==> src/core/counter_array_pkg.sv <==
package counter_array_pkg;

  // bus geometry
  localparam int ADDR_W = 8;
  localparam int DATA_W = 32;

  // register byte addresses
  localparam logic [7:0] OFS_COUNT_LOW  = 8'h00;
  localparam logic [7:0] OFS_COUNT_HIGH = 8'h04;
  localparam logic [7:0] OFS_ARRAY_MODE = 8'h08;
  localparam logic [7:0] OFS_IRQ_STATUS = 8'h0C;
  localparam logic [7:0] OFS_IRQ_MASK   = 8'h10;
  localparam logic [7:0] OFS_IRQ_ENABLE = 8'h14;
  // module n sits at 0x20 + 0x10*n, with three words each
  localparam logic [3:0] MOD_BASE_NIB   = 4'h2;
  localparam logic [3:0] OFS_MOD_CTRL   = 4'h0;
  localparam logic [3:0] OFS_MOD_CMP_LO = 4'h4;
  localparam logic [3:0] OFS_MOD_CMP_HI = 4'h8;

  // array_mode_reg fields
  localparam int MD_IDLE_STOP = 7;
  localparam int MD_WATCHDOG  = 6;
  localparam int MD_RUN       = 5;
  localparam int MD_OVF_FLAG  = 4;
  localparam int MD_TB_HI     = 3;
  localparam int MD_TB_LO     = 1;
  localparam int MD_OVF_IE    = 0;
  localparam logic [7:0] MODE_RESET = 8'h40;

  // module control fields
  localparam int MC_PWM16 = 7;
  localparam int MC_ECOM  = 6;
  localparam int MC_CAPP  = 5;
  localparam int MC_CAPN  = 4;
  localparam int MC_MAT   = 3;
  localparam int MC_TOG   = 2;
  localparam int MC_PWM   = 1;
  localparam int MC_ECCF  = 0;

  // interrupt enable register fields
  localparam int IE_GLOBAL = 7;
  localparam int IE_ARRAY  = 0;

  // interrupt status layout: overflow then one bit per module
  localparam int NUM_MODULES  = 3;
  localparam int WDT_MODULE   = 2;
  localparam int NUM_EVENTS   = 4;
  localparam int ST_OVERFLOW  = 0;
  localparam int ST_MOD_FIRST = 1;

  // synchroniser lanes
  localparam int NUM_SYNC  = 5;
  localparam int SY_EXT    = 0;
  localparam int SY_XOSC   = 1;
  localparam int SY_IO_LO  = 2;

  // prescaler counts
  localparam int DIV12 = 12;
  localparam int DIV4  = 4;
  localparam logic [3:0] DIV12_LAST = 4'(DIV12 - 1);
  localparam logic [1:0] DIV4_LAST  = 2'(DIV4 - 1);

  typedef enum logic [2:0] {
    TB_DIV12    = 3'h0,
    TB_DIV4     = 3'h1,
    TB_T0_OVF   = 3'h2,
    TB_EXT_FALL = 3'h3,
    TB_SYS      = 3'h4,
    TB_XOSC8    = 3'h5
  } timebase_t;

endpackage

==> src/core/edge_sync3.sv <==
`timescale 1ns/1ps
`default_nettype none
module edge_sync3 (
  // clock, reset, enable
  input  wire logic                                  clk_in,
  input  wire logic                                  rst_b_in,
  input  wire logic                                  ce_in,
  // asynchronous lanes
  input  wire logic [counter_array_pkg::NUM_SYNC-1:0] async_in,
  // filtered level and one-cycle edges
  output logic      [counter_array_pkg::NUM_SYNC-1:0] level_out,
  output logic      [counter_array_pkg::NUM_SYNC-1:0] rise_out,
  output logic      [counter_array_pkg::NUM_SYNC-1:0] fall_out
);
  import counter_array_pkg::*;

  typedef struct packed {
    logic [NUM_SYNC-1:0] s1;
    logic [NUM_SYNC-1:0] s2;
    logic [NUM_SYNC-1:0] s3;
    logic [NUM_SYNC-1:0] stable;
  } sync_t;

  sync_t cur;
  sync_t next_cur;
  logic [NUM_SYNC-1:0] agree;

  //////////////////////////////////////////////////////////////////////////
  // s1 feeds only s2; a change counts once s2 and s3 agree
  always_comb begin
    agree           = ~(cur.s2 ^ cur.s3);
    next_cur        = cur;
    next_cur.s1     = async_in;
    next_cur.s2     = cur.s1;
    next_cur.s3     = cur.s2;
    next_cur.stable = (agree & cur.s3) | (~agree & cur.stable);
  end

  always_ff @(posedge clk_in) begin
    if (!rst_b_in) begin
      cur <= '0;
    end else if (ce_in) begin
      cur <= next_cur;
    end
  end

  assign level_out = cur.stable;
  assign rise_out  = agree & cur.s3 & ~cur.stable;
  assign fall_out  = agree & ~cur.s3 & cur.stable;

endmodule
`default_nettype wire

==> src/core/counter_array_timebase.sv <==
// Overview of operation
// - count built from high and low bytes
// - low read snapshots high; high read returns it
// - count reads never disturb counting
// - wrap from FFFF to 0 sets overflow flag
// - overflow requests interrupt only when enabled
// - only a software write clears overflow flag
// - interrupt needs global and array enables
// - idle stop clear keeps counting during idle
// - three-bit select picks one of six timebases
// - external input counts falling edges, max sysclk/4
// - external oscillator divided input is synchronised
// - three compare modules share counter, own lines
// - each module takes one of six modes
// - module 2 watchdog after reset restricts writes
`timescale 1ns/1ps
`default_nettype none
module counter_array_timebase (
  // clock, reset, enable
  input  wire logic                                     SYS_CLK_IN,
  input  wire logic                                     RST_B_IN,
  input  wire logic                                     CE_IN,
  // processor state and timebase sources
  input  wire logic                                     IDLE_IN,
  input  wire logic                                     T0_OVF_IN,
  input  wire logic                                     EXT_COUNT_IN,
  input  wire logic                                     XOSC_DIV8_IN,
  // module io lines
  input  wire logic [counter_array_pkg::NUM_MODULES-1:0] MODULE_IO_IN,
  output logic      [counter_array_pkg::NUM_MODULES-1:0] MODULE_IO_OUT,
  output logic      [counter_array_pkg::NUM_MODULES-1:0] MODULE_IO_OE_OUT,
  // apb slave
  input  wire logic                                     PSEL_IN,
  input  wire logic                                     PENABLE_IN,
  input  wire logic                                     PWRITE_IN,
  input  wire logic [counter_array_pkg::ADDR_W-1:0]      PADDR_IN,
  input  wire logic [counter_array_pkg::DATA_W-1:0]      PWDATA_IN,
  output logic      [counter_array_pkg::DATA_W-1:0]      PRDATA_OUT,
  output logic                                          PREADY_OUT,
  output logic                                          PSLVERR_OUT,
  // interrupt and watchdog
  output logic                                          IRQ_OUT,
  output logic                                          WATCHDOG_RST_OUT
);
  import counter_array_pkg::*;

  typedef struct packed {
    logic [15:0]                  count;
    logic [7:0]                   snapshot;
    logic                         idle_stop_ctrl;
    logic                         watchdog_mode;
    logic                         run;
    logic                         count_overflow_flag;
    timebase_t                    timebase_select;
    logic                         overflow_irq_enable;
    logic                         global_irq_enable;
    logic                         array_irq_enable;
    logic [NUM_EVENTS-1:0]        irq_status;
    logic [NUM_EVENTS-1:0]        irq_mask;
    logic [3:0]                   div12;
    logic [1:0]                   div4;
    logic [NUM_MODULES-1:0][7:0]  mod_ctl;
    logic [NUM_MODULES-1:0][15:0] mod_cmp;
    logic [NUM_MODULES-1:0]       io_level;
    logic                         watchdog_rst;
    logic                         rd_loaded;
    logic [DATA_W-1:0]            prdata;
  } state_t;

  state_t cur;
  state_t next_cur;

  logic [NUM_SYNC-1:0] sync_level;
  logic [NUM_SYNC-1:0] sync_rise;
  logic [NUM_SYNC-1:0] sync_fall;

  //////////////////////////////////////////////////////////////////////////
  // pin synchronisers: external count, oscillator/8, module io lines

  edge_sync3 u_sync (
    .clk_in    (SYS_CLK_IN),
    .rst_b_in  (RST_B_IN),
    .ce_in     (CE_IN),
    .async_in  ({MODULE_IO_IN, XOSC_DIV8_IN, EXT_COUNT_IN}),
    .level_out (sync_level),
    .rise_out  (sync_rise),
    .fall_out  (sync_fall)
  );

  //////////////////////////////////////////////////////////////////////////
  // address decoding

  function automatic logic is_module(input logic [ADDR_W-1:0] a);
    logic sub_ok;
    sub_ok = (a[3:0] == OFS_MOD_CTRL) || (a[3:0] == OFS_MOD_CMP_LO) ||
             (a[3:0] == OFS_MOD_CMP_HI);
    return sub_ok && (a[7:4] >= MOD_BASE_NIB) &&
           (a[7:4] < MOD_BASE_NIB + 4'(NUM_MODULES));
  endfunction

  function automatic logic [1:0] mod_index(input logic [ADDR_W-1:0] a);
    return 2'(a[7:4] - MOD_BASE_NIB);
  endfunction

  function automatic logic is_mapped(input logic [ADDR_W-1:0] a);
    return (a == OFS_COUNT_LOW) || (a == OFS_COUNT_HIGH) ||
           (a == OFS_ARRAY_MODE) || (a == OFS_IRQ_STATUS) ||
           (a == OFS_IRQ_MASK) || (a == OFS_IRQ_ENABLE) || is_module(a);
  endfunction

  function automatic logic [7:0] mode_byte(input state_t s);
    logic [7:0] m;
    m                      = 8'h00;
    m[MD_IDLE_STOP]        = s.idle_stop_ctrl;
    m[MD_WATCHDOG]         = s.watchdog_mode;
    m[MD_RUN]              = s.run;
    m[MD_OVF_FLAG]         = s.count_overflow_flag;
    m[MD_TB_HI:MD_TB_LO]   = s.timebase_select;
    m[MD_OVF_IE]           = s.overflow_irq_enable;
    return m;
  endfunction

  function automatic logic [DATA_W-1:0] read_word(
    input state_t            s,
    input logic [ADDR_W-1:0] a
  );
    logic [7:0]  b;
    logic [1:0]  i;
    i = mod_index(a);
    b = 8'h00;
    if (a == OFS_COUNT_LOW) begin
      b = s.count[7:0];
    end else if (a == OFS_COUNT_HIGH) begin
      b = s.snapshot;
    end else if (a == OFS_ARRAY_MODE) begin
      b = mode_byte(s);
    end else if (a == OFS_IRQ_STATUS) begin
      b = 8'(s.irq_status);
    end else if (a == OFS_IRQ_MASK) begin
      b = 8'(s.irq_mask);
    end else if (a == OFS_IRQ_ENABLE) begin
      b[IE_GLOBAL] = s.global_irq_enable;
      b[IE_ARRAY]  = s.array_irq_enable;
    end else if (is_module(a)) begin
      if (a[3:0] == OFS_MOD_CTRL) begin
        b = s.mod_ctl[i];
      end else if (a[3:0] == OFS_MOD_CMP_LO) begin
        b = s.mod_cmp[i][7:0];
      end else begin
        b = s.mod_cmp[i][15:8];
      end
    end
    return {24'h000000, b};
  endfunction

  //////////////////////////////////////////////////////////////////////////
  // next-state logic

  logic                   tick;
  logic                   src;
  logic                   running;
  logic [15:0]            count_inc;
  logic                   wrap;
  logic                   access;
  logic                   wr;
  logic                   rd;
  logic [1:0]             widx;
  logic [NUM_EVENTS-1:0]  events;
  logic [NUM_EVENTS-1:0]  rd_clear;
  logic [NUM_EVENTS-1:0]  irq_src_en;

  always_comb begin
    next_cur   = cur;
    events     = '0;
    rd_clear   = '0;
    src        = 1'b0;
    access     = PSEL_IN & PENABLE_IN & PREADY_OUT;
    wr         = access & PWRITE_IN;
    rd         = access & ~PWRITE_IN;
    widx       = mod_index(PADDR_IN);

    // prescalers run free so the divided ticks keep their phase
    next_cur.div12 = (cur.div12 == DIV12_LAST) ? 4'h0 : cur.div12 + 4'h1;
    next_cur.div4  = (cur.div4 == DIV4_LAST) ? 2'h0 : cur.div4 + 2'h1;

    unique case (cur.timebase_select)
      TB_DIV12:    src = (cur.div12 == DIV12_LAST);
      TB_DIV4:     src = (cur.div4 == DIV4_LAST);
      TB_T0_OVF:   src = T0_OVF_IN;
      // edges faster than sysclk/4 are not resolved here
      TB_EXT_FALL: src = sync_fall[SY_EXT];
      TB_SYS:      src = 1'b1;
      TB_XOSC8:    src = sync_rise[SY_XOSC];
      default:     src = 1'b0;
    endcase

    // watchdog keeps the counter alive even with run clear
    running   = (cur.run | cur.watchdog_mode) &
                ~(cur.idle_stop_ctrl & IDLE_IN);
    tick      = running & src;
    count_inc = cur.count + 16'h0001;
    wrap      = tick & (cur.count == 16'hFFFF);
    if (tick) begin
      next_cur.count = count_inc;
    end
    if (wrap) begin
      events[ST_OVERFLOW] = 1'b1;
    end

    next_cur.watchdog_rst = cur.watchdog_mode & tick &
                            (count_inc == cur.mod_cmp[WDT_MODULE]);

    for (int i = 0; i < NUM_MODULES; i++) begin
      if (!(cur.watchdog_mode && i == WDT_MODULE)) begin
        if (!cur.mod_ctl[i][MC_MAT] && !cur.mod_ctl[i][MC_TOG] &&
            !cur.mod_ctl[i][MC_PWM]) begin
          if ((cur.mod_ctl[i][MC_CAPP] && sync_rise[SY_IO_LO + i]) ||
              (cur.mod_ctl[i][MC_CAPN] && sync_fall[SY_IO_LO + i])) begin
            next_cur.mod_cmp[i]            = cur.count;
            events[ST_MOD_FIRST + i]       = 1'b1;
          end
        end else if (cur.mod_ctl[i][MC_ECOM] && tick) begin
          if (cur.mod_ctl[i][MC_PWM] && cur.mod_ctl[i][MC_TOG]) begin
            // frequency output: toggle and step the low compare
            if (count_inc[7:0] == cur.mod_cmp[i][7:0]) begin
              next_cur.io_level[i]       = ~cur.io_level[i];
              next_cur.mod_cmp[i][7:0]   = cur.mod_cmp[i][7:0] +
                                           cur.mod_cmp[i][15:8];
            end
          end else if (cur.mod_ctl[i][MC_PWM] &&
                       cur.mod_ctl[i][MC_PWM16]) begin
            if (count_inc == 16'h0000) begin
              next_cur.io_level[i] = 1'b0;
            end else if (count_inc == cur.mod_cmp[i]) begin
              next_cur.io_level[i] = 1'b1;
            end
          end else if (cur.mod_ctl[i][MC_PWM]) begin
            // 8-bit pwm reloads its duty from the high byte each period
            if (count_inc[7:0] == 8'h00) begin
              next_cur.io_level[i]     = 1'b0;
              next_cur.mod_cmp[i][7:0] = cur.mod_cmp[i][15:8];
            end else if (count_inc[7:0] == cur.mod_cmp[i][7:0]) begin
              next_cur.io_level[i]     = 1'b1;
            end
          end else if (cur.mod_ctl[i][MC_MAT] &&
                       count_inc == cur.mod_cmp[i]) begin
            events[ST_MOD_FIRST + i] = 1'b1;
            if (cur.mod_ctl[i][MC_TOG]) begin
              next_cur.io_level[i] = ~cur.io_level[i];
            end
          end
        end
      end
    end

    // read data is loaded a cycle ahead so it comes from flip-flops
    if (PSEL_IN && !PWRITE_IN && !cur.rd_loaded) begin
      next_cur.prdata    = read_word(cur, PADDR_IN);
      next_cur.rd_loaded = 1'b1;
      if (PADDR_IN == OFS_COUNT_LOW) begin
        // latch with the low byte so a carry in between cannot tear
        next_cur.snapshot = cur.count[15:8];
      end
    end
    if (access) begin
      next_cur.rd_loaded = 1'b0;
    end

    if (rd && PADDR_IN == OFS_IRQ_STATUS) begin
      // clear only what the reader saw so a late event survives
      rd_clear = cur.prdata[NUM_EVENTS-1:0];
    end

    if (wr) begin
      if (PADDR_IN == OFS_COUNT_LOW && !cur.watchdog_mode) begin
        next_cur.count[7:0] = PWDATA_IN[7:0];
      end else if (PADDR_IN == OFS_COUNT_HIGH && !cur.watchdog_mode) begin
        next_cur.count[15:8] = PWDATA_IN[7:0];
      end else if (PADDR_IN == OFS_ARRAY_MODE) begin
        next_cur.watchdog_mode = PWDATA_IN[MD_WATCHDOG];
        if (!cur.watchdog_mode) begin
          next_cur.idle_stop_ctrl      = PWDATA_IN[MD_IDLE_STOP];
          next_cur.run                 = PWDATA_IN[MD_RUN];
          next_cur.count_overflow_flag = PWDATA_IN[MD_OVF_FLAG];
          next_cur.timebase_select     =
            timebase_t'(PWDATA_IN[MD_TB_HI:MD_TB_LO]);
          next_cur.overflow_irq_enable = PWDATA_IN[MD_OVF_IE];
        end
      end else if (PADDR_IN == OFS_IRQ_MASK) begin
        next_cur.irq_mask = PWDATA_IN[NUM_EVENTS-1:0];
      end else if (PADDR_IN == OFS_IRQ_ENABLE) begin
        next_cur.global_irq_enable = PWDATA_IN[IE_GLOBAL];
        next_cur.array_irq_enable  = PWDATA_IN[IE_ARRAY];
      end else if (is_module(PADDR_IN)) begin
        if (cur.watchdog_mode && widx == 2'(WDT_MODULE)) begin
          // high-byte write services the watchdog
          if (PADDR_IN[3:0] == OFS_MOD_CMP_HI) begin
            next_cur.mod_cmp[WDT_MODULE] =
              {cur.count[15:8] + PWDATA_IN[7:0], cur.count[7:0]};
          end
        end else if (PADDR_IN[3:0] == OFS_MOD_CTRL) begin
          next_cur.mod_ctl[widx] = PWDATA_IN[7:0];
        end else if (PADDR_IN[3:0] == OFS_MOD_CMP_LO) begin
          next_cur.mod_cmp[widx][7:0]     = PWDATA_IN[7:0];
          next_cur.mod_ctl[widx][MC_ECOM] = 1'b0;
        end else begin
          next_cur.mod_cmp[widx][15:8]    = PWDATA_IN[7:0];
          next_cur.mod_ctl[widx][MC_ECOM] = 1'b1;
        end
      end
    end

    // hardware set wins over a clearing write or read
    if (events[ST_OVERFLOW]) begin
      next_cur.count_overflow_flag = 1'b1;
    end
    next_cur.irq_status = (cur.irq_status & ~rd_clear) | events;
  end

  //////////////////////////////////////////////////////////////////////////
  // state register

  always_ff @(posedge SYS_CLK_IN) begin
    if (!RST_B_IN) begin
      cur               <= '0;
      cur.watchdog_mode <= MODE_RESET[MD_WATCHDOG];
    end else if (CE_IN) begin
      cur <= next_cur;
    end
  end

  //////////////////////////////////////////////////////////////////////////
  // outputs

  always_comb begin
    irq_src_en = cur.irq_mask;
    irq_src_en[ST_OVERFLOW] = cur.irq_mask[ST_OVERFLOW] &
                              cur.overflow_irq_enable;
    for (int i = 0; i < NUM_MODULES; i++) begin
      irq_src_en[ST_MOD_FIRST + i] = cur.irq_mask[ST_MOD_FIRST + i] &
                                     cur.mod_ctl[i][MC_ECCF];
    end
  end

  assign IRQ_OUT = cur.global_irq_enable & cur.array_irq_enable &
                   |(cur.irq_status & irq_src_en);

  // writes finish at once; reads wait for the loaded word
  assign PREADY_OUT  = CE_IN & (PWRITE_IN | cur.rd_loaded);
  assign PSLVERR_OUT = PSEL_IN & PENABLE_IN & PREADY_OUT &
                       ~is_mapped(PADDR_IN);
  assign PRDATA_OUT  = cur.prdata;

  assign WATCHDOG_RST_OUT = cur.watchdog_rst;
  assign MODULE_IO_OUT    = cur.io_level;

  always_comb begin
    for (int i = 0; i < NUM_MODULES; i++) begin
      MODULE_IO_OE_OUT[i] = cur.mod_ctl[i][MC_ECOM] &
                            (cur.mod_ctl[i][MC_TOG] | cur.mod_ctl[i][MC_PWM]) &
                            ~(cur.watchdog_mode && i == WDT_MODULE);
    end
  end

endmodule
`default_nettype wire

==> config.mk <==
export PLATFORM = sky130hd
export DESIGN_NAME = counter_array_timebase
export DESIGN_NICKNAME = d
export VERILOG_FILES = /design/src/core/counter_array_pkg.sv /design/src/core/edge_sync3.sv /design/src/core/counter_array_timebase.sv
export SDC_FILE = /design/constraint.sdc
export NUM_CORES = 1
export LEC_CHECK = 0
export BUFFER_PORTS_ARGS = -buffer_cell sky130_fd_sc_hd__buf_4
export CORE_MARGIN = 1.5
export CORE_UTILIZATION = 25
export DETAILED_ROUTE_END_ITERATION = 10
export HOLD_SLACK_MARGIN = 0.1
export SLEW_MARGIN = 15
export SYNTH_ARGS = -nofsm -noshare
export SYNTH_HDL_FRONTEND = slang
export SYNTH_SLANG_ARGS = --single-unit
==> constraint.sdc <==
create_clock -name SYS_CLK_IN -period 3.4 [get_ports SYS_CLK_IN]
set_input_delay 0.34 -clock SYS_CLK_IN [delete_from_list [all_inputs] [get_ports SYS_CLK_IN]]
set_output_delay 0.34 -clock SYS_CLK_IN [all_outputs]
set_load 0.02 [all_outputs]
; ---- After elaboration in Yosys (flattened, before gate mapping)
; Index checks and enable logic that the tools add are counted.
[classes]
n_reduce_logical = 83
muxes = 140
add_sub_neg = 8
n_lt_le_gt_ge = 4
n_bitwise = 61
n_eq_ne = 34
[op_table]
columns = operator, count
row1 = $mux 48, 8
row2 = $mux 8, 38
row3 = $mux 16, 10
row4 = $bwmux 48, 2
row5 = $mux 72, 1
row6 = $demux 16 s2, 2
row7 = $mux 1, 57
row8 = $eq 16x16->1, 3
row9 = $logic_and 1x1->1, 33
row10 = $mux 33, 1
row11 = $add 8x8->8, 4
row12 = $bmux 16 s2, 1
row13 = $demux 8 s2, 2
row14 = $mux 32, 1
row15 = $mux 7, 4
row16 = $and 5x5->5, 5
row17 = $and 24x24->24, 1
row18 = $bwmux 24, 1
row19 = $eq 8x8->1, 3
row20 = $mux 24, 1
row21 = $not 24->24, 1
row22 = $or 24x24->24, 1
row23 = $reduce_bool 4->1, 6
row24 = $and 1x1->1, 22
row25 = other kinds (51), 122
[word_totals]
wordCells = 360
regBits = 153
inputBits = 53

; ---- Logic depth before layout (Yosys ltp)
; Gate-level depths: netlist of run 1.
[depth]
depth_word = 21
ltp_mapped = 12
ltp_nobuf = 11

; ---- Hierarchy
; Synthesis of run 1 repeated with hierarchy kept, for this count alone.
[unflattened]
hier_cells = 1645
hier_area_um2 = 12485.7
[by_module_without_submodules]
columns = module, n_inst, area_per_inst_um2, seq_area_each_um2, cells_per_inst
row1 = counter_array_timebase, 1, 11383.4, 2662.6, 1536
row2 = edge_sync3, 1, 1102.3, 400.4, 109

; ---- Worst setup path after synthesis of run 1
; No wires, ideal clock.
[synth_timing]
path_type = register -> register
startpoint = reg cur[142] (netlist name)
endpoint = reg cur[76] (netlist name)
synth_period_minus_slack_ps = 2602
t_arrival_ps = 2485
setup_time_ps = 117
path_slack_ps = 798
n_path_buf = 2
stages_incl_launch_ff = 12
required_time_ps = 3283
cell_sequence = dfxtp_1 > ha_1 > buf_2 > and3_1 > buf_2 > nand3_1 > o211ai_1 > and4bb_1 > nand2_1 > mux2_2 > a211o_1 > a32o_1
[synth_between]
elab_chain_cells = 20
[synth_lines]
columns = element, line_no
row1 = start: declaration, counter_array_timebase.sv:70  ; state_t cur;
row2 = start signal: assignment, counter_array_timebase.sv:328  ; cur <= next_cur;
row3 = $add 16x1->16 *, counter_array_timebase.sv:201  ; count_inc = cur.count + 16'h0001;
row4 = $logic_not 8->1, counter_array_timebase.sv:239  ; if (count_inc[7:0] == 8'h00) begin
row5 = $mux 8, counter_array_timebase.sv:239
row6 = $mux 8, counter_array_timebase.sv:237  ; end else if (cur.mod_ctl[i][MC_PWM]) begin
row7 = $mux 8, counter_array_timebase.sv:230  ; end else if (cur.mod_ctl[i][MC_PWM] &&
row8 = $mux 8 *, counter_array_timebase.sv:223  ; if (cur.mod_ctl[i][MC_PWM] && cur.mod_ctl[i][MC_TOG]) begin
row9 = $mux 8 *, counter_array_timebase.sv:222  ; end else if (cur.mod_ctl[i][MC_ECOM] && tick) begin
row10 = $mux 8 *, counter_array_timebase.sv:215  ; if (!cur.mod_ctl[i][MC_MAT] && !cur.mod_ctl[i][MC_TOG] &&
row11 = (+4 left out), n/a
row12 = $mux 16, counter_array_timebase.sv:295  ; if (cur.watchdog_mode && widx == 2'(WDT_MODULE)) begin
row13 = $mux 48, counter_array_timebase.sv:294  ; end else if (is_module(PADDR_IN)) begin
row14 = $mux 48, counter_array_timebase.sv:291  ; end else if (PADDR_IN == OFS_IRQ_ENABLE) begin
row15 = $mux 48, counter_array_timebase.sv:289  ; end else if (PADDR_IN == OFS_IRQ_MASK) begin
row16 = $mux 48, counter_array_timebase.sv:279  ; end else if (PADDR_IN == OFS_ARRAY_MODE) begin
row17 = $mux 48, counter_array_timebase.sv:277  ; end else if (PADDR_IN == OFS_COUNT_HIGH && !cur.watchdog_mode) begin
row18 = $mux 48, counter_array_timebase.sv:275  ; if (PADDR_IN == OFS_COUNT_LOW && !cur.watchdog_mode) begin
row19 = $mux 48 *, counter_array_timebase.sv:274  ; if (wr) begin
; Every way passes the cells marked *; elsewhere a longest branch is shown, timed or not.
; A chain may end at the register's enable or synchronous reset.

; ---- Worst setup path after layout of run 1
; Ends and elaborated chain as after synthesis.

==> metrics.txt, run 1 <==
# TYPE chip_impl_metric gauge
chip_impl_metric{name="share_clk_of_total_power",unit="%"} 47.5
chip_impl_metric{name="xor_xnor_fraction_of_synth_area",unit="%"} 6.484
chip_impl_info{name="worst-setup-path-type",value="register to register"} 1
chip_impl_info{name="cts_root_buffer",value="clkbuf_16"} 1
chip_impl_info{name="worst_hold_path_type",value="input port to register"} 1
chip_impl_metric{name="timing.final.hold_violations",unit=""} 0
chip_impl_info{name="combinational_family_with_the_most_area_after_synthesis",value="compound AO/OA/AOI/OAI gates"} 1
chip_impl_info{name="run_status",value="complete, no violations"} 1
chip_impl_info{name="yosys_most_used_dff",value="dfxtp_1"} 1
chip_impl_metric{name="tightestPinTransition",unit="ps"} 789.2
chip_impl_info{name="yosys.cell_count.top_type",value="nand2_1"} 1
chip_impl_metric{name="drt_wl_total",unit="um"} 54330
chip_impl_metric{name="worst_ep_arrival_time",unit="ps"} 3540
chip_impl_metric{name="utilization",unit="%"} 29.15
chip_impl_metric{name="diodes",unit=""} 0
chip_impl_info{name="cts_tree",value="built"} 1
chip_impl_metric{name="cts_hold_buffers",unit=""} 0
chip_impl_metric{name="synth_largest_type_area_fraction",unit="%"} 24.05
chip_impl_info{name="cp-end-kind",value="register"} 1
chip_impl_info{name="synth.top_cells.by_count",value="nand2_1, a21oi_1, dfxtp_1, nor2_1, o21ai_0"} 1
chip_impl_metric{name="yosys_warnings",unit=""} 0
chip_impl_metric{name="htreeDepth",unit=""} 4
chip_impl_metric{name="place.gp.congestion",unit=""} 1.000
chip_impl_metric{name="initial_utilization",unit="%"} 25.39
chip_impl_metric{name="cp_data_required_time",unit="ps"} 3750
chip_impl_metric{name="crit_fanout",unit=""} 8
chip_impl_metric{name="placement_rows",unit=""} 82
chip_impl_metric{name="global_route.overflow_total",unit=""} 0
chip_impl_metric{name="final_min_period_over_clock_period",unit="%"} 93.77
chip_impl_info{name="post-synth-top-area-cell",value="dfxtp_1"} 1
chip_impl_metric{name="synth.area.mux_share",unit="%"} 6.680
chip_impl_metric{name="share_of_cells_above_drive_strength_1",unit="%"} 13.22
chip_impl_metric{name="pre_cts_ws",unit="ps"} 277.6
chip_impl_metric{name="cts-buffers-inserted",unit=""} 17
chip_impl_metric{name="p_switching",unit="mW"} 1.249
chip_impl_metric{name="clock_transition_at_the_registers_of_the_reported_paths",unit="ps"} 80
chip_impl_metric{name="globalRouteTotalUtil",unit="%"} 20.16
chip_impl_metric{name="post_synth_fa_ha_maj_area_fraction",unit="%"} 4.460
chip_impl_metric{name="route.detailed.wl_per_inst",unit="um"} 22.60
chip_impl_info{name="setup_repair_after_global_routing_missed_its_margin",value="no"} 1
chip_impl_metric{name="port_buffers",unit=""} 46
chip_impl_metric{name="fin_skew",unit="ps"} 22.76
chip_impl_metric{name="sequential_area_share_after_synthesis",unit="%"} 24.05
chip_impl_metric{name="power.combinational.fraction",unit="%"} 9.1
chip_impl_info{name="netlist_top_cells_area",value="dfxtp_1, a21oi_1, o21ai_0"} 1
chip_impl_metric{name="pwr_density_cell",unit="nW/um^2"} 289.1
chip_impl_info{name="worstSetupStartpointType",value="register"} 1
chip_impl_metric{name="post_synth_edffs",unit=""} 0
chip_impl_metric{name="postCtsResizedCells",unit=""} 0
chip_impl_metric{name="setup-tns-final",unit="ps"} 0
chip_impl_metric{name="final_critical_path_setup_slack",unit="ps"} 212.0
chip_impl_metric{name="area_delta_synth_final",unit="%"} 14.82
chip_impl_metric{name="finalWorstPathRequiredPeriod",unit="ps"} 3188
chip_impl_metric{name="drt_iter0_drc",unit=""} 1771
chip_impl_metric{name="vias_in_the_first_global_route",unit=""} 12444
chip_impl_metric{name="die_y",unit="um"} 228.7
chip_impl_metric{name="ios",unit=""} 95
chip_impl_metric{name="yosysUniqueCellTypes",unit=""} 94
chip_impl_metric{name="drcViolationCount",unit=""} 0
chip_impl_metric{name="synth_simple_gate_area_share",unit="%"} 22.69
chip_impl_metric{name="dr.pass1.iters",unit=""} 8
chip_impl_metric{name="clkLatencyLatePin",unit="ps"} 470
chip_impl_metric{name="post_cts.repair.setup_buffers",unit=""} 0
chip_impl_metric{name="maxCapViolations",unit=""} 0
chip_impl_metric{name="summed_instance_area_of_the_synthesized_netlist",unit="um^2"} 12740
chip_impl_metric{name="leakagePower",unit="nW"} 5.523
chip_impl_metric{name="synth-compound-area-share",unit="%"} 27.86
chip_impl_metric{name="worst_case_reg_to_reg_path_depth",unit=""} 10
chip_impl_metric{name="die_x",unit="um"} 228.7
chip_impl_metric{name="detail_route.vias_per_cell",unit=""} 5.719
chip_impl_metric{name="die_area",unit="um^2"} 52310
chip_impl_metric{name="synth_cells",unit=""} 1692
chip_impl_metric{name="via_count",unit=""} 13749
chip_impl_metric{name="timing.final.setup_violations",unit=""} 0
chip_impl_metric{name="worstHoldPathCells",unit=""} 3
chip_impl_metric{name="ys_async_rst_share",unit="%"} 0
chip_impl_metric{name="intPower",unit="mW"} 2.979
chip_impl_metric{name="max_freq",unit="MHz"} 313.7
chip_impl_metric{name="share_seq_of_total_power",unit="%"} 43.4
chip_impl_metric{name="antenna_found_initial",unit=""} 1
chip_impl_metric{name="dp.final_hpwl",unit="um"} 39940
chip_impl_metric{name="post_synth.cell_area_avg",unit="um^2"} 7.527
chip_impl_metric{name="core",unit="um^2"} 50170
chip_impl_metric{name="cts_buffer_depth",unit=""} 2
chip_impl_metric{name="p_sw_share",unit="%"} 29.53
chip_impl_metric{name="ir_drop",unit="mV"} 0.3516
chip_impl_metric{name="timing.max_slew.rel_slack",unit="%"} 47.31
chip_impl_metric{name="clkSinkCount",unit=""} 153
chip_impl_metric{name="fill_cells",unit=""} 5415
chip_impl_metric{name="grt_first_pass_wirelength",unit="um"} 79900
chip_impl_metric{name="grt_max_degree",unit=""} 97
chip_impl_metric{name="total_power_consumption_of_the_routed_design",unit="mW"} 4.228
chip_impl_metric{name="layout.nets",unit=""} 1815
chip_impl_metric{name="slew_violations",unit=""} 0
chip_impl_metric{name="antenna_violating_nets_left",unit=""} 0
chip_impl_metric{name="ys_ff_latch",unit=""} 153
## flip-flops by register name, indices dropped and copies added (netlist names), named ones only
name	count
u_sync.cur	15
WATCHDOG_RST_OUT	1
PRDATA_OUT	8
cur	118
MODULE_IO_OUT	3
## per-layer routing
layer,GRT usage [%],vias up,routed length [um]
li1,-,6243,-
met1,26.46,6566,22410
met2,30.29,764,23320
met3,3.668,174,5065
met4,12.89,2,3524
met5,0,-,12
## per-stage QoR
step	std cells	hold WS [ps]	area, um^2
floorplan	1715	433.2	12820
global placement	2372	444.5	14030
detailed placement	2372	457.3	14030
CTS	2404	103.5	14620
global route	2404	143.9	14620
finish	2404	116.6	14620
## worst max-delay path, cell delays in order, from the launching register on
cell	delay (ps)
dfxtp_1	460
ha_1	220
buf_4	170
and3_1	350
nand3_1	260
o211ai_1	300
and4bb_1	260
nand2_1	190
mux2_2	360
a211o_1	300
a32o_1	220
## path summary, 6_finish.rpt
kind	from	endpoint	slack (ps)
max	cur[142]	cur[76]	210
min	MODULE_IO_IN[0]	u_sync.cur[17]	120
max reg2reg	cur[142]	cur[76]	210
min reg2reg	cur[137]	cur[137]	470
## final cells by class
type	instances	area, um^2	area share, %
well taps	672	840.8	5.749
flip-flops and latches	153	3063	20.94
clock inverters	15	172.7	1.181
repair buffers	151	1171	8.008
inverters	45	168.9	1.155
clock buffers	17	425.4	2.909
multi-input cells	1351	8782	60.05
## cells in the final DEF, fill, tap and decap left out, types with 18 or more instances in the layout
cell type and instances:
nor3_1 48, conb_1 24, dfxtp_1 153, a22oi_1 18, a21oi_1 161, inv_1 43, or3_1 33, xnor2_1 35
nor2_1 144, buf_4 148, nand3_1 69, nand2_1 164, a31oi_1 25, o22ai_1 23, ha_1 39, xor2_1 23
mux2i_1 61, a211oi_1 30, o21ai_0 136
## logic make-up after synthesis
family                     count (synthesis)
adders and majority gates                 43
muxes                                     76
xor gates and xnor gates                  72
buffers and inverters                    211
other                                      1
DFF                                      153
and+or+nand+nor                          580
AOI/OAI and AO/OA                        556
## power by group through the flow
stage / Combinational, mW / Sequential, mW / Clock, mW
4_1_cts: 0.379 / 1.83 / 2.04
5_1_grt: 0.406 / 1.84 / 2.10
6_report: 0.385 / 1.83 / 2.01
3_3_place_gp: 0.374 / 1.87 / 0
3_5_place_dp: 0.378 / 1.87 / 0
2_1_floorplan: 0.250 / 1.86 / 0
(Power assumes the default switching activity.)
==> run 2, diff against run 1 <==
--- a/config.mk
+++ b/config.mk
@@ -8,8 +8,9 @@
 export BUFFER_PORTS_ARGS = -buffer_cell sky130_fd_sc_hd__buf_4
 export CORE_MARGIN = 1.5
 export CORE_UTILIZATION = 25
+export CTS_BUF_LIST = sky130_fd_sc_hd__clkbuf_4 sky130_fd_sc_hd__clkbuf_8 sky130_fd_sc_hd__clkbuf_16
 export DETAILED_ROUTE_END_ITERATION = 10
-export HOLD_SLACK_MARGIN = 0.1
+export HOLD_SLACK_MARGIN = 0.15
 export SLEW_MARGIN = 15
 export SYNTH_ARGS = -nofsm -noshare
 export SYNTH_HDL_FRONTEND = slang
==> run 2 against run 1 <==
Against the previous run:
- global-route usage about the same
- register-to-register slack got worse by 20 ps
- clock skew about the same
- setup slack worse by 18 ps
- maximum frequency fell by 0.56%
- utilization is 0.10 points higher
- sequential power about the same
==> metrics.txt, run 2 (synthesis results as in run 1) <==
# TYPE chip_impl_metric gauge
chip_impl_metric{name="finalWorstPathRequiredPeriod",unit="ps"} 3206
chip_impl_metric{name="setup-tns-final",unit="ps"} 0
chip_impl_info{name="top_register",value="cur"} 1
chip_impl_metric{name="clkLatencyLatePin",unit="ps"} 460
chip_impl_metric{name="tightestPinTransition",unit="ps"} 801.5
chip_impl_metric{name="place.gp.congestion",unit=""} 1.000
chip_impl_metric{name="area_delta_synth_final",unit="%"} 15.24
chip_impl_metric{name="worst-r2r-setup-slack",unit="ps"} 190
chip_impl_info{name="regToRegStartpoint",value="cur[142]"} 1
chip_impl_metric{name="slew_violations",unit=""} 0
chip_impl_info{name="setup_repair_after_global_routing_missed_its_margin",value="no"} 1
chip_impl_metric{name="die_x",unit="um"} 228.7
chip_impl_info{name="worstSetupStartpointType",value="register"} 1
chip_impl_metric{name="grt_first_pass_wirelength",unit="um"} 79920
chip_impl_info{name="worst_hold_path_type",value="input port to register"} 1
chip_impl_metric{name="maxCapViolations",unit=""} 0
chip_impl_metric{name="crit_fanout",unit=""} 8
chip_impl_metric{name="leakagePower",unit="nW"} 5.544
chip_impl_info{name="cp-end-kind",value="register"} 1
chip_impl_metric{name="clock_transition_at_the_registers_of_the_reported_paths",unit="ps"} 80
chip_impl_metric{name="die_y",unit="um"} 228.7
chip_impl_metric{name="port_buffers",unit=""} 46
chip_impl_info{name="run_status",value="complete, no violations"} 1
chip_impl_info{name="regToRegEndpoint",value="cur[76]"} 1
chip_impl_metric{name="timing.final.hold_violations",unit=""} 0
chip_impl_metric{name="initial_utilization",unit="%"} 25.39
chip_impl_metric{name="numPlacedInstances",unit=""} 2372
chip_impl_metric{name="die_area",unit="um^2"} 52310
chip_impl_metric{name="cts-buffers-inserted",unit=""} 17
chip_impl_metric{name="final_min_period_over_clock_period",unit="%"} 94.29
chip_impl_metric{name="cts_buffer_depth",unit=""} 2
chip_impl_metric{name="antenna_violating_nets_left",unit=""} 0
chip_impl_metric{name="share_of_cells_above_drive_strength_1",unit="%"} 13.18
chip_impl_metric{name="global_route.overflow_total",unit=""} 0
chip_impl_metric{name="drcViolationCount",unit=""} 0
chip_impl_metric{name="hold_slack",unit="ps"} 273.4
chip_impl_metric{name="dp.final_hpwl",unit="um"} 39940
chip_impl_metric{name="worst_case_reg_to_reg_path_depth",unit=""} 10
chip_impl_metric{name="drt_iter0_drc",unit=""} 1845
chip_impl_metric{name="max_freq",unit="MHz"} 311.9
chip_impl_metric{name="layout.nets",unit=""} 1820
chip_impl_metric{name="antenna_found_initial",unit=""} 1
chip_impl_metric{name="detail_route.vias_per_cell",unit=""} 5.715
chip_impl_metric{name="worstHoldPathCells",unit=""} 4
chip_impl_metric{name="placement_rows",unit=""} 82
chip_impl_info{name="most_common_library_cell_in_the_layout_ignoring_fill_and_taps",value="nand2_1"} 1
chip_impl_metric{name="globalRouteTotalUtil",unit="%"} 20.16
chip_impl_info{name="cts_tree",value="built"} 1
chip_impl_metric{name="worst_ep_arrival_time",unit="ps"} 3550
chip_impl_metric{name="fill_cells",unit=""} 5415
chip_impl_metric{name="cp_data_required_time",unit="ps"} 3750
chip_impl_metric{name="pwr_density_cell",unit="nW/um^2"} 288.0
chip_impl_metric{name="vias_in_the_first_global_route",unit=""} 12462
chip_impl_info{name="mostFrequentLayoutCells",value="nand2_1, a21oi_1, dfxtp_1"} 1
chip_impl_metric{name="dr.pass1.iters",unit=""} 6
chip_impl_info{name="worst-setup-path-type",value="register to register"} 1
chip_impl_metric{name="ios",unit=""} 95
chip_impl_metric{name="core",unit="um^2"} 50170
chip_impl_info{name="cts_root_buffer",value="clkbuf_16"} 1
chip_impl_metric{name="htreeDepth",unit=""} 4
chip_impl_metric{name="grt_max_degree",unit=""} 97
chip_impl_metric{name="via_count",unit=""} 13772
chip_impl_metric{name="route.detailed.wl_per_inst",unit="um"} 22.51
chip_impl_info{name="timing.hold.worst_endpoint",value="cur[32]"} 1
chip_impl_metric{name="drt_wl_total",unit="um"} 54240
chip_impl_metric{name="timing.final.setup_violations",unit=""} 0
chip_impl_metric{name="fin_skew",unit="ps"} 23.19
chip_impl_metric{name="timing.max_slew.rel_slack",unit="%"} 46.49
chip_impl_metric{name="flip_flop_count_of_the_largest_register_all_copies_and_words_added",unit=""} 118
chip_impl_metric{name="ir_drop",unit="mV"} 0.3494
chip_impl_metric{name="clkSinkCount",unit=""} 153
chip_impl_metric{name="post_cts.repair.setup_buffers",unit=""} 0
chip_impl_metric{name="final_cell_count_no_fill",unit=""} 2410
chip_impl_info{name="hold_path_startpoint",value="PENABLE_IN"} 1
[run 2: layer usage]
metal | GRT usage, % | share of wire, % | up-vias
met2 | 30.31 | 43 | 792
met5 | 0 | 0.020 | -
li1 | - | - | 6257
met3 | 3.668 | 9.5 | 173
met1 | 26.45 | 41 | 6548
met4 | 12.89 | 6.6 | 2
[run 2: timing repair]
action | 4_1_cts | 5_1_grt
endpoints found under the hold margin | 5 | 0
hold buffers | 5 | 0
resized for setup | 0 | 0
[run 2: how the worst max path moves through the flow]
stage / from / depth (start not counted) / slack (ps) / to
after floorplan: cur[142] / 11 / 800 / cur[76]
after global placement: cur[146] / 9 / 270 / cur[120]
after detailed placement: cur[146] / 9 / 280 / cur[120]
after CTS: cur[146] / 9 / 250 / cur[120]
after global routing: cur[142] / 11 / 70 / cur[122]
final: cur[142] / 10 / 190 / cur[76]
[run 2: stage by stage]
step                      util [%]  instance area [um^2]  power [mW]  setup WS, ps
final                        29.25                 14680       4.227         194.0
after global routing         29.25                 14670       4.351         71.02
after CTS                    29.25                 14670       4.256         251.8
after detailed placement     27.96                 14030       2.252         277.6
after global placement       27.96                 14030       2.247         265.2
after floorplan                  -                 12820       2.115         797.7
[run 2: cell type report]
type | count | area [um^2] | share of cell area, %
multi-input combinational | 1351 | 8782 | 59.84
clock inverter | 15 | 172.7 | 1.176
inverter | 45 | 168.9 | 1.151
antenna | 1 | 2.502 | 0.01705
tap | 672 | 840.8 | 5.729
sequential | 153 | 3063 | 20.87
timing repair buffer | 156 | 1221 | 8.321
clock buffer | 17 | 425.4 | 2.899
[run 2: worst max-delay path, cell delays in order, from the launching register on]
cell and delay [ps]:
dfxtp_1 470, ha_1 220, buf_4 170, and3_1 360, nand3_1 260, o211ai_1 300, and4bb_1 260, nand2_1 190
mux2_2 360, a211o_1 300, a32o_1 220
[run 2: where the power goes]
| group | internal (mW) | total [mW] | switching [mW] |
|---|---|---|---|
| registers | 1.81 | 1.83 | 0.0220 |
| logic | 0.119 | 0.390 | 0.271 |
| clock network | 1.05 | 2.00 | 0.951 |
==> run 3, diff against run 2 <==
==> constraint.sdc (replaced) <==
create_clock -name SYS_CLK_IN -period 3.4 [get_ports SYS_CLK_IN]
set_input_delay 0.68 -clock SYS_CLK_IN [delete_from_list [all_inputs] [get_ports SYS_CLK_IN]]
set_output_delay 0.68 -clock SYS_CLK_IN [all_outputs]
set_load 0.02 [all_outputs]
==> run 3 against run 2 <==
Against the previous run:
- clock-buffer cell count unchanged
- utilization about the same
- maximum frequency down 0.75%
- via count down 0.27%
- final cell count about the same
- combinational power about the same
- largest power group unchanged
- highest routed layer is now met4
==> metrics.txt, run 3 (synthesis results as in run 1) <==
# TYPE chip_impl_metric gauge
chip_impl_info{name="run_status",value="complete, no violations"} 1
chip_impl_metric{name="route.detailed.wl_per_inst",unit="um"} 22.87
chip_impl_info{name="cp-end-kind",value="register"} 1
chip_impl_metric{name="flip_flop_count_of_the_largest_register_all_copies_and_words_added",unit=""} 118
chip_impl_metric{name="final_critical_path_setup_slack",unit="ps"} 169.9
chip_impl_metric{name="worst_ep_arrival_time",unit="ps"} 3580
chip_impl_metric{name="maxCapViolations",unit=""} 0
chip_impl_metric{name="timing.final.setup_violations",unit=""} 0
chip_impl_info{name="cts_tree",value="built"} 1
chip_impl_info{name="most_common_library_cell_in_the_layout_ignoring_fill_and_taps",value="nand2_1"} 1
chip_impl_metric{name="final_min_period_over_clock_period",unit="%"} 95.00
chip_impl_metric{name="ios",unit=""} 95
chip_impl_metric{name="dr.pass1.iters",unit=""} 7
chip_impl_metric{name="grt_max_degree",unit=""} 48
chip_impl_metric{name="antenna_found_initial",unit=""} 0
chip_impl_metric{name="die_area",unit="um^2"} 52310
chip_impl_info{name="mostFrequentLayoutCells",value="nand2_1, a21oi_1, buf_4"} 1
chip_impl_metric{name="area_delta_synth_final",unit="%"} 15.14
chip_impl_metric{name="drt_wl_total",unit="um"} 55100
chip_impl_metric{name="leakagePower",unit="nW"} 5.532
chip_impl_metric{name="cts-buffers-inserted",unit=""} 17
chip_impl_metric{name="numPlacedInstances",unit=""} 2376
chip_impl_metric{name="antenna_violating_nets_left",unit=""} 0
chip_impl_metric{name="share_of_cells_above_drive_strength_1",unit="%"} 13.59
chip_impl_metric{name="cts_buffer_depth",unit=""} 2
chip_impl_metric{name="cts_hold_buffers",unit=""} 0
chip_impl_metric{name="port_buffers",unit=""} 46
chip_impl_metric{name="die_y",unit="um"} 228.7
chip_impl_metric{name="core",unit="um^2"} 50170
chip_impl_metric{name="cp_data_required_time",unit="ps"} 3750
chip_impl_metric{name="timing.max_slew.rel_slack",unit="%"} 49.26
chip_impl_metric{name="fin_area",unit="um^2"} 14660
chip_impl_metric{name="finalWorstPathRequiredPeriod",unit="ps"} 3230
chip_impl_info{name="cts_root_buffer",value="clkbuf_16"} 1
chip_impl_metric{name="detail_route.vias_per_cell",unit=""} 5.702
chip_impl_metric{name="max_freq",unit="MHz"} 309.6
chip_impl_metric{name="layout.nets",unit=""} 1821
chip_impl_metric{name="global_route.overflow_total",unit=""} 0
chip_impl_info{name="worst_hold_path_type",value="input port to register"} 1
chip_impl_metric{name="globalRouteTotalUtil",unit="%"} 20.66
chip_impl_metric{name="place.gp.congestion",unit=""} 0.9936
chip_impl_metric{name="clkLatencyLatePin",unit="ps"} 470
chip_impl_metric{name="tightestPinTransition",unit="ps"} 761.1
chip_impl_metric{name="vias_in_the_first_global_route",unit=""} 12898
chip_impl_metric{name="diodes",unit=""} 0
chip_impl_metric{name="die_x",unit="um"} 228.7
chip_impl_metric{name="setup-tns-final",unit="ps"} 0
chip_impl_metric{name="pre_cts_ws",unit="ps"} 78.26
chip_impl_metric{name="clkSinkCount",unit=""} 153
chip_impl_metric{name="grt_first_pass_wirelength",unit="um"} 82270
chip_impl_metric{name="via_count",unit=""} 13735
chip_impl_metric{name="dp.final_hpwl",unit="um"} 41020
chip_impl_metric{name="placement_rows",unit=""} 82
chip_impl_metric{name="initial_utilization",unit="%"} 25.39
chip_impl_metric{name="ir_drop",unit="mV"} 0.3721
chip_impl_info{name="worstSetupStartpointType",value="register"} 1
chip_impl_info{name="setup_repair_after_global_routing_missed_its_margin",value="no"} 1
chip_impl_info{name="top_register",value="cur"} 1
chip_impl_metric{name="htreeDepth",unit=""} 4
chip_impl_metric{name="pwr_density_cell",unit="nW/um^2"} 285.4
chip_impl_metric{name="placement.cell_area",unit="um^2"} 14060
chip_impl_metric{name="clock_transition_at_the_registers_of_the_reported_paths",unit="ps"} 80
chip_impl_metric{name="timing.final.hold_violations",unit=""} 0
chip_impl_metric{name="drt_iter0_drc",unit=""} 1554
chip_impl_info{name="worst-setup-path-type",value="register to register"} 1
chip_impl_metric{name="crit_fanout",unit=""} 8
chip_impl_metric{name="final_cell_count_no_fill",unit=""} 2409
chip_impl_metric{name="fin_skew",unit="ps"} 17.33
chip_impl_metric{name="slew_violations",unit=""} 0
chip_impl_metric{name="fill_cells",unit=""} 5421
chip_impl_metric{name="drcViolationCount",unit=""} 0
[run 3: report_power, final]
| group | total, mW | switching (mW) | leakage (nW) | internal, mW |
|---|---|---|---|---|
| Combinational | 0.389 | 0.273 | 4.01 | 0.117 |
| Clock | 1.96 | 0.927 | 0.283 | 1.04 |
| Sequential | 1.83 | 0.0215 | 1.24 | 1.81 |
| Total | 4.19 | 1.22 | 5.53 | 2.96 |
[run 3: layout make-up]
| cell class | instances | area [um^2] | area share [%] |
|---|---|---|---|
| clock inverters | 14 | 148.9 | 1.015 |
| inverters | 45 | 168.9 | 1.152 |
| repair buffers | 157 | 1216 | 8.294 |
| well taps | 672 | 840.8 | 5.734 |
| multi-input cells | 1351 | 8801 | 60.02 |
| clock buffers | 17 | 425.4 | 2.901 |
| flip-flops and latches | 153 | 3063 | 20.89 |
[run 3: repair_timing]
action,4_1_cts,5_1_grt
gates resized for setup,0,3
buffers inserted,0,2
setup endpoints to repair,0,5
[run 3: layer usage]
layer | wire length (um) | share of wire [%] | global-route usage, % | up-vias
met2 | 24020 | 44 | 32.01 | 745
met4 | 3049 | 5.5 | 10.87 | 0
met1 | 22880 | 42 | 27.24 | 6595
li1 | - | - | - | 6256
met3 | 5152 | 9.3 | 3.730 | 139
met5 | 0 | 0 | 0 | -
[run 3: worst paths after layout]
kind	depth (start not counted)	slack [ps]	to	start
max	9	170	cur[76]	cur[141]
min	3	450	u_sync.cur[17]	MODULE_IO_IN[0]
max reg2reg	9	170	cur[76]	cur[141]
min reg2reg	2	470	cur[138]	cur[138]
[run 3: critical path, cell delays in order, from the launching register on]
cell      delay, ps
dfxtp_1         490
ha_2            320
nand3_1         340
or4_1           520
o211ai_1        130
and4bb_1        260
nand2_1         200
mux2_2          360
a211o_1         290
a32o_1          220
[run 3: stage by stage]
step	power (mW)	hold WS [ps]	util [%]
final	4.185	454.9	29.23
after global routing	4.320	456.8	29.23
after CTS	4.204	442.6	29.16
after detailed placement	2.253	451.2	28.02
after global placement	2.250	444.2	28.02
after floorplan	2.115	433.2	-
